===== config.mk =====
export PLATFORM = sky130hd
export DESIGN_NAME = lsn_core
export DESIGN_NICKNAME = d
export VERILOG_FILES = /design/src/core/lsn_core_unused_placeholder_never.sv /design/src/shared/lsn_pkg.sv /design/src/core/lsn_core.sv
export SDC_FILE = /design/constraint.sdc
export NUM_CORES = 1
export LEC_CHECK = 0
export ABC_AREA = 0
export BUFFER_PORTS_ARGS = -buffer_cell sky130_fd_sc_hd__buf_2
export CAP_MARGIN = 0
export CORE_MARGIN = 2
export CORE_UTILIZATION = 35
export DETAILED_ROUTE_END_ITERATION = 7
export GPL_TIMING_DRIVEN = 0
export PLACE_DENSITY = 0.63
export REMOVE_ABC_BUFFERS = 1
export SYNTH_ARGS = -nofsm -noshare
export SYNTH_HDL_FRONTEND = slang
export SYNTH_SLANG_ARGS = --single-unit
export TNS_END_PERCENT = 20

===== constraint.sdc =====
create_clock -name CLOCK -period 4.2 [get_ports CLOCK]
set_clock_uncertainty 0.15 [all_clocks]
set_input_delay 0 -clock CLOCK [delete_from_list [all_inputs] [get_ports CLOCK]]
set_output_delay 0 -clock CLOCK [all_outputs]
set_load 0.005 [all_outputs]

===== src/core/lsn_core_unused_placeholder_never.sv =====
`timescale 1ns/100ps
`default_nettype none
`default_nettype wire


===== src/shared/lsn_pkg.sv =====
`default_nettype none
package lsn_pkg;

    localparam int         LSN_SPEED_W       = 4;
    typedef logic [LSN_SPEED_W-1:0] lsn_speed_t;

    // Link speed codes as reported in the current speed field
    localparam lsn_speed_t LSN_SPEED_GEN1    = 4'h1;
    localparam lsn_speed_t LSN_SPEED_GEN2    = 4'h2;

    // Reset values
    localparam lsn_speed_t LSN_TARGET_RESET  = LSN_SPEED_GEN2;
    localparam lsn_speed_t LSN_CURRENT_RESET = LSN_SPEED_GEN1;
    localparam logic       LSN_HW_AUTONOMOUS_SPEED_DISABLE_RESET    = 1'b0;
    localparam logic       LSN_IRQ_EN_RESET  = 1'b0;

    // Configuration access; wr_ctrl loads target, hw_autonomous_speed_disable and irq enable
    typedef struct packed {
        logic       wr_ctrl;
        lsn_speed_t target_speed;
        logic       hw_autonomous_speed_disable;
        logic       bw_mgmt_irq_enable;
        logic       retrain_request;
        logic       clr_bw_mgmt;
        logic       clr_autonomous_bw;
    } lsn_cfg_t;

    typedef struct packed {
        lsn_speed_t current_speed;
        lsn_speed_t target_speed;
        logic       hw_autonomous_speed_disable;
        logic       bw_mgmt_irq_enable;
        logic       bw_mgmt_status;
        logic       autonomous_bw_status;
    } lsn_status_t;

    typedef enum logic [2:0] {
        LSN_ST_TRAIN  = 3'h1,
        LSN_ST_L0     = 3'h2,
        LSN_ST_CHANGE = 3'h4
    } lsn_state_t;

    typedef enum logic [3:0] {
        LSN_CAUSE_INIT    = 4'h1,
        LSN_CAUSE_SW      = 4'h2,
        LSN_CAUSE_PARTNER = 4'h4,
        LSN_CAUSE_RELIAB  = 4'h8
    } lsn_cause_t;

endpackage
`default_nettype wire


===== src/core/lsn_core.sv =====
`timescale 1ns/100ps
`default_nettype none

// Functional notes
// RULE1 - All lanes of the link always run at one common rate.
// RULE2 - Full training always starts the link at the lower rate.
// RULE3 - Upgrade only from L0 and only when both sides offer the rate.
// RULE4 - A rate change never signals data link down.
// RULE5 - Keep link at target speed or highest common supported rate.
// RULE6 - Start a change only when partner is known to support target.
// RULE7 - With one side offering Gen2 only, stay at Gen1.
// RULE8 - Reach Gen2 only through the Recovery.Speed change sequence.
// RULE9 - Target speed resets to higher rate; advertise it in training.
// RULE10 - After reset train at Gen1, then upgrade itself regardless of hw_autonomous_speed_disable.
// RULE11 - Initial upgrade never sets the bandwidth management status bit.
// RULE12 - Current speed field always shows the running link rate.
// RULE13 - Failed upgrade returns to lower rate, no own retry.
// RULE14 - After failure still honour partner and software upgrades.
// RULE15 - Never change speed autonomously; autonomous change bit sent zero.
// RULE16 - Partner autonomous speed change sets autonomous bandwidth status.
// RULE17 - Software writes target speed first, then requests retrain.
// RULE18 - Bandwidth notification only when its interrupt enable is set.
// RULE19 - Reliability or software speed changes set bandwidth status bit.
// RULE20 - hw_autonomous_speed_disable has no effect on software directed speed changes.
// RULE21 - Fixed speed from power-up: load target, then full retrain.
// RULE22 - Status bit becoming set with enable sends an interrupt.
// RULE23 - Both status bits stay set until software writes one.
module lsn_core #(
    parameter int LANES           = 4,
    parameter bit DOWNSTREAM_PORT = 1'b1
) (
    input  wire logic                 CLOCK,
    input  wire logic                 ARST_N,
    input  wire logic                 CE,
    input  wire logic                 FULL_RETRAIN,
    input  wire logic                 LTSSM_L0,
    input  wire logic                 PARTNER_GEN2_ADV,
    input  wire logic                 PARTNER_REQ,
    input  wire lsn_pkg::lsn_speed_t  PARTNER_REQ_SPEED,
    input  wire logic                 PARTNER_AUTONOMOUS,
    input  wire logic                 SPEED_CHANGE_DONE,
    input  wire logic                 SPEED_CHANGE_OK,
    input  wire logic                 RELIABILITY_DOWNGRADE,
    input  wire lsn_pkg::lsn_cfg_t    CFG,
    output logic                      SPEED_CHANGE_START,
    output lsn_pkg::lsn_speed_t       CHANGE_SPEED,
    output logic                      ADV_GEN2,
    output logic                      AUTONOMOUS_CHANGE,
    output logic [LANES*lsn_pkg::LSN_SPEED_W-1:0] LANE_RATE,
    output logic                      DL_DOWN,
    output logic                      BW_IRQ,
    output lsn_pkg::lsn_status_t      STATUS
);
    import lsn_pkg::*;

    initial begin
        if (LANES < 1 || LANES > 32) begin
            $error("lsn_core: LANES out of range");
        end
    end

    lsn_state_t state_reg;
    lsn_cause_t cause_reg;
    lsn_speed_t current_speed_reg;
    lsn_speed_t target_speed_reg;
    lsn_speed_t change_speed_reg;
    logic       hw_autonomous_speed_disable_reg;
    logic       irq_en_reg;
    logic       init_pending_reg;
    logic       failed_reg;
    logic       rel_down_reg;
    logic       sw_pending_reg;
    logic       partner_auto_reg;
    logic       bw_reg;
    logic       abw_reg;
    logic       start_reg;
    logic       dl_down_reg;
    logic       irq_reg;

    logic       adv_gen2;
    logic       partner_up_ok;
    logic       in_l0;
    logic       sw_pending;
    logic       rel_pending;
    logic       start_next;
    lsn_speed_t speed_next;
    lsn_cause_t cause_next;
    logic       change_ok;
    logic       change_fail;
    logic       bw_set;
    logic       abw_set;

    // Lost reliability keeps Gen2 off the advertisement
    assign adv_gen2      = (target_speed_reg == LSN_SPEED_GEN2)
                           && !rel_down_reg;                    // RULE9
    assign partner_up_ok = adv_gen2 && PARTNER_GEN2_ADV;        // RULE6
    assign in_l0         = (state_reg == LSN_ST_L0) && LTSSM_L0; // RULE3
    assign sw_pending    = sw_pending_reg || CFG.retrain_request;
    assign rel_pending   = rel_down_reg || RELIABILITY_DOWNGRADE;
    assign change_ok     = (state_reg == LSN_ST_CHANGE)
                           && SPEED_CHANGE_DONE && SPEED_CHANGE_OK;
    assign change_fail   = (state_reg == LSN_ST_CHANGE)
                           && SPEED_CHANGE_DONE && !SPEED_CHANGE_OK;

    // Decide whether and why a rate change starts; hw_autonomous_speed_disable is never consulted
    always_comb begin
        start_next = 1'b0;
        speed_next = current_speed_reg;
        cause_next = LSN_CAUSE_INIT;
        if (in_l0 && !FULL_RETRAIN) begin
            if (rel_pending && current_speed_reg == LSN_SPEED_GEN2) begin
                start_next = 1'b1;
                speed_next = LSN_SPEED_GEN1;
                cause_next = LSN_CAUSE_RELIAB;
            end else if (sw_pending
                         && target_speed_reg != current_speed_reg
                         && (target_speed_reg == LSN_SPEED_GEN1
                             || partner_up_ok)) begin  // RULE5 RULE20
                start_next = 1'b1;
                speed_next = target_speed_reg;
                cause_next = LSN_CAUSE_SW;
            end else if (PARTNER_REQ
                         && PARTNER_REQ_SPEED != current_speed_reg
                         && (PARTNER_REQ_SPEED == LSN_SPEED_GEN1
                             || partner_up_ok)) begin  // RULE7 RULE14
                start_next = 1'b1;
                speed_next = PARTNER_REQ_SPEED;
                cause_next = LSN_CAUSE_PARTNER;
            end else if (init_pending_reg && !failed_reg
                         && current_speed_reg == LSN_SPEED_GEN1
                         && partner_up_ok) begin       // RULE10 RULE13
                start_next = 1'b1;
                speed_next = LSN_SPEED_GEN2;
                cause_next = LSN_CAUSE_INIT;
            end
        end
    end

    // Link state; Gen2 is reached only via the Recovery.Speed handshake
    always_ff @(posedge CLOCK or negedge ARST_N) begin
        if (!ARST_N) begin
            state_reg <= LSN_ST_TRAIN;
        end else if (CE) begin
            if (FULL_RETRAIN) begin
                state_reg <= LSN_ST_TRAIN;
            end else begin
                unique case (state_reg)
                    LSN_ST_TRAIN: begin
                        if (LTSSM_L0) begin
                            state_reg <= LSN_ST_L0;
                        end
                    end
                    LSN_ST_L0: begin
                        if (start_next) begin
                            state_reg <= LSN_ST_CHANGE; // RULE8
                        end
                    end
                    LSN_ST_CHANGE: begin
                        if (SPEED_CHANGE_DONE) begin
                            state_reg <= LSN_ST_L0;
                        end
                    end
                    default: state_reg <= LSN_ST_TRAIN;
                endcase
            end
        end
    end

    // Running rate; a failed attempt leaves the old rate in place
    always_ff @(posedge CLOCK or negedge ARST_N) begin
        if (!ARST_N) begin
            current_speed_reg <= LSN_CURRENT_RESET;
        end else if (CE) begin
            if (FULL_RETRAIN) begin
                current_speed_reg <= LSN_SPEED_GEN1;       // RULE2
            end else if (change_ok) begin
                current_speed_reg <= change_speed_reg;     // RULE12
            end
        end
    end

    // Change request towards the LTSSM
    always_ff @(posedge CLOCK or negedge ARST_N) begin
        if (!ARST_N) begin
            start_reg        <= 1'b0;
            change_speed_reg <= LSN_CURRENT_RESET;
            cause_reg        <= LSN_CAUSE_INIT;
            partner_auto_reg <= 1'b0;
        end else if (CE) begin
            start_reg <= start_next;
            if (start_next) begin
                change_speed_reg <= speed_next;
                cause_reg        <= cause_next;
                partner_auto_reg <= PARTNER_AUTONOMOUS;
            end
        end
    end

    // Software control fields; loaded only by CFG.wr_ctrl writes
    always_ff @(posedge CLOCK or negedge ARST_N) begin
        if (!ARST_N) begin
            target_speed_reg <= LSN_TARGET_RESET;          // RULE9
            hw_autonomous_speed_disable_reg         <= LSN_HW_AUTONOMOUS_SPEED_DISABLE_RESET;
            irq_en_reg       <= LSN_IRQ_EN_RESET;
        end else if (CE && CFG.wr_ctrl) begin              // RULE17 RULE21
            target_speed_reg <= CFG.target_speed;
            hw_autonomous_speed_disable_reg         <= CFG.hw_autonomous_speed_disable;
            irq_en_reg       <= CFG.bw_mgmt_irq_enable;
        end
    end

    // Upgrade bookkeeping
    always_ff @(posedge CLOCK or negedge ARST_N) begin
        if (!ARST_N) begin
            init_pending_reg <= 1'b1;
            failed_reg       <= 1'b0;
            rel_down_reg     <= 1'b0;
            sw_pending_reg   <= 1'b0;
        end else if (CE) begin
            if (FULL_RETRAIN) begin
                init_pending_reg <= 1'b1;
                failed_reg       <= 1'b0;
                rel_down_reg     <= 1'b0;
                sw_pending_reg   <= 1'b0;
            end else begin
                if (start_next || current_speed_reg == LSN_SPEED_GEN2) begin
                    init_pending_reg <= 1'b0;
                end
                if (change_fail && change_speed_reg == LSN_SPEED_GEN2) begin
                    failed_reg <= 1'b1;                    // RULE13
                end
                if (RELIABILITY_DOWNGRADE) begin
                    rel_down_reg <= 1'b1;
                end else if (CFG.retrain_request
                             && target_speed_reg == LSN_SPEED_GEN2) begin
                    rel_down_reg <= 1'b0;
                end
                // A retrain with nothing to change is consumed in L0
                if (in_l0 && cause_next != LSN_CAUSE_RELIAB) begin
                    sw_pending_reg <= 1'b0;
                end else if (CFG.retrain_request) begin
                    sw_pending_reg <= 1'b1;
                end
            end
        end
    end

    // Status events; initial upgrade is not a managed change
    assign bw_set  = DOWNSTREAM_PORT && change_ok && !FULL_RETRAIN
                     && (cause_reg == LSN_CAUSE_SW
                         || cause_reg == LSN_CAUSE_RELIAB); // RULE11 RULE19
    assign abw_set = DOWNSTREAM_PORT && change_ok && !FULL_RETRAIN
                     && cause_reg == LSN_CAUSE_PARTNER
                     && partner_auto_reg;                   // RULE16

    // Sticky; a set in the clearing cycle wins
    always_ff @(posedge CLOCK or negedge ARST_N) begin
        if (!ARST_N) begin
            bw_reg  <= 1'b0;
            abw_reg <= 1'b0;
        end else if (CE) begin
            bw_reg  <= bw_set  || (bw_reg  && !CFG.clr_bw_mgmt);      // RULE23
            abw_reg <= abw_set || (abw_reg && !CFG.clr_autonomous_bw); // RULE23
        end
    end

    always_ff @(posedge CLOCK or negedge ARST_N) begin
        if (!ARST_N) begin
            irq_reg     <= 1'b0;
            dl_down_reg <= 1'b0;
        end else if (CE) begin
            irq_reg     <= bw_set && !bw_reg && irq_en_reg; // RULE18 RULE22
            dl_down_reg <= FULL_RETRAIN;                    // RULE4
        end
    end

    assign SPEED_CHANGE_START = start_reg;
    assign CHANGE_SPEED       = change_speed_reg;
    assign ADV_GEN2           = adv_gen2;
    assign AUTONOMOUS_CHANGE  = 1'b0;                       // RULE15
    assign LANE_RATE          = {LANES{current_speed_reg}}; // RULE1
    assign DL_DOWN            = dl_down_reg;
    assign BW_IRQ             = irq_reg;
    assign STATUS             = '{current_speed: current_speed_reg,
                                  target_speed: target_speed_reg,
                                  hw_autonomous_speed_disable: hw_autonomous_speed_disable_reg,
                                  bw_mgmt_irq_enable: irq_en_reg,
                                  bw_mgmt_status: bw_reg,
                                  autonomous_bw_status: abw_reg};
endmodule // lsn_core
`default_nettype wire


==> impl_metrics.tcl <==
set metrics [dict create \
    status "finished clean" \
    ys_async_sr_fraction_pct 100 \
    drv_cap 0 \
    htreeDepth 2 \
    timing.rr.start "current_speed_reg[0]$_DFFE_PN1P_" \
    grt.met2_usage_pct 24.6 \
    antenna_found_initial 0 \
    netlist_instances 177 \
    tns_ns 0 \
    grt_util_met1_pct 21.7 \
    grt_pass1_vias 1501 \
    cts_resized 0 \
    worstSetupStartpointType "flop" \
    globalplace.congestion 0.809 \
    ys_warn_count 0 \
    n_antenna_cell 0 \
    post-route-period-util_pct 66.7 \
    holdBufCountCts 17 \
    final_nets 260 \
    fp.dieW_um 77.2 \
    num_vias 1560 \
    clock_sinks 31 \
    netlist.area_leader.share_pct 33.4 \
    grt_pass1_wl_um 7450 \
    critPathMaxFanout 12 \
    leakage_uw 0.00112 \
    cts_root_buf "clkbuf_8" \
    hold_ws_ns 0.0295 \
    endpoint_kind "flop" \
    fin_crit_ns 2.80 \
    worstHoldPathType "in2reg" \
    grt.met3_usage_pct 3.88 \
    synthTopCellsByArea "dfrtp_1, dfstp_2, buf_4, mux2_2, a21oi_1" \
    clk_pin_slew_ns 0.07 \
    ys_seq_area_share_pct 41.8 \
    synth_cell_types 56 \
    totalWireLength_um 4500 \
    multiInputGateArea_um2 866 \
    yosysMostFrequentCell "dfrtp_1" \
    avgSynthCellArea_um2 10.6 \
    grt_usage_pct 15.8 \
    drt-initial-drc-count 97 \
    ys_top_cells_by_count "dfrtp_1, buf_4, a21oi_1" \
    ant_nets 0 \
    io_pins 62 \
    tightest_slew_ns 0.878 \
    critPathCapture "CHANGE_SPEED[3]$_DFFE_PN0P_" \
    grt_max_degree 32 \
    postLayoutCellArea_um2 2330 \
    hold_viol_final 0 \
    port_buffers 60 \
    die_h_um 77.2 \
    setup_viol_count_final 0 \
    max_freq_ghz 0.357 \
    drive_gt1_share_pct 40.3 \
    firstDrtPassIters 4 \
    drt_drc_violations_left 0 \
    hold_depth 4 \
    wl_per_cell_um 14.7 \
    rsz0062_at_grt "false" \
    crit_start "current_speed_reg[0]$_DFFE_PN1P_" \
    synth_edf_count 0 \
    cp_data_required_time_ns 4.22 \
    ir_drop_v 0.000158 \
    dieArea_um2 5960 \
    synth_top_area_cell "dfrtp_1" \
    coreArea_um2 5140 \
    r2r_end "CHANGE_SPEED[3]$_DFFE_PN0P_" \
    worstPathArrival_ns 2.82 \
    cts_buffers 5 \
    cts_tree "yes" \
    r2r_cells 5 \
    grt_overflow_total 0 \
    placed_area_um2 2070 \
    syn_to_final_growth_pct 24.4 \
    slew-limit-headroom_pct 41.2 \
    clock_latency_ns 0.29 \
    seq_area_um2 783 \
    r2r_slack_ns 1.40 \
    cts_buffer_depth 2 \
    power.density_nw_per_um2 359 \
    synth_area_um2 1870 \
    criticalPathCategory "reg2reg" \
    hpwlAfterDp_um 3050 \
    start_util_pct 36.5 \
    drv_slew 0 \
    rows 26 \
    fillCellCount 537 \
    ys.flop_type "dfrtp_1" \
    top_usage_layer "met2" \
    vias_per_cell 5.10 \
    ys_seq_elements 31 \
    postCtsSetupBuffers 0 \
]
[worst max-delay path, cell delays in order (launching register included)]
cell and delay (ns):
dfstp_2 0.66, xor2_1 0.10, o41a_1 0.44, and2_4 0.21
o41ai_4 0.71, mux2_2 0.41
[metrics by stage]
stage,util [%],instances,worst slack (ns),total power [µW]
after CTS,45.4,306,1.38,840
final,45.4,306,1.40,836
after floorplan,-,151,1.68,489
after detailed placement,40.3,281,1.39,581
after global placement,40.3,281,1.41,576
after global routing,45.4,306,1.22,883
[worst min-delay path by stage]
stage / start / end
after global routing: LTSSM_L0 / CHANGE_SPEED[1]$_DFFE_PN0P_
after detailed placement: ARST_N / SPEED_CHANGE_START$_DFFE_PN0P_
final: LTSSM_L0 / CHANGE_SPEED[1]$_DFFE_PN0P_
after global placement: ARST_N / SPEED_CHANGE_START$_DFFE_PN0P_
after CTS: LTSSM_L0 / CHANGE_SPEED[1]$_DFFE_PN0P_
after floorplan: ARST_N / BW_IRQ$_DFFE_PN0P_
[cell type report]
cell class / count / area share [%]
multi-input combinational: 111 / 37.1
tap: 70 / 3.76
inverter: 9 / 1.45
timing repair buffer: 77 / 20.2
clock inverter: 1 / 0.215
clock buffer: 7 / 3.70
sequential: 31 / 33.6
[logic make-up after synthesis]
group | Yosys count | share of synthesized area (%)
AOI/OAI and AO/OA | 44 | 18.6
xor gates and xnor gates | 7 | 3.27
buffers and inverters | 35 | 12.0
DFF | 31 | 41.8
muxes | 12 | 7.81
other | 1 | 0.200
and+or+nand+nor | 47 | 16.3
[report_power, final]
group | internal [µW] | leakage (µW) | switching, µW | total, µW
logic | 112 | 0.000680 | 93.8 | 206
clock network | 132 | 0.0000482 | 115 | 247
registers | 338 | 0.000392 | 45.2 | 384
[placed cells by master (no fill, tap or decap), types with 2 or more instances in the layout]
master / Yosys / final
o2bb2ai_1: 2 / 2
nor2_1: 8 / 8
o21a_1: 2 / 2
nor4bb_1: 2 / 2
o31ai_1: 2 / 2
mux2_4: 3 / 3
nor3_1: 2 / 2
o22ai_1: 4 / 4
and4b_2: 3 / 3
buf_2: 0 / 60
a21oi_1: 10 / 10
inv_1: 9 / 9
dfstp_2: 6 / 6
nor2b_1: 3 / 3
dlygate4sd3_1: 0 / 17
clkbuf_8: 0 / 6
and2b_1: 2 / 2
nand2b_1: 2 / 2
a211oi_1: 2 / 2
a22oi_1: 3 / 3
nor4b_1: 3 / 3
xnor2_1: 3 / 3
o21ai_0: 4 / 4
xor2_1: 4 / 4
mux2_2: 9 / 9
dfrtp_1: 25 / 25
nand2_1: 9 / 9
[metal layers]
metal  up-vias  routed length [µm]
li1        739                   -
met1       754                2120
met2        60                2060
met3         7                 272
met4         0                  51
met5         -                   0
Power figures use the tool's default switching activity.
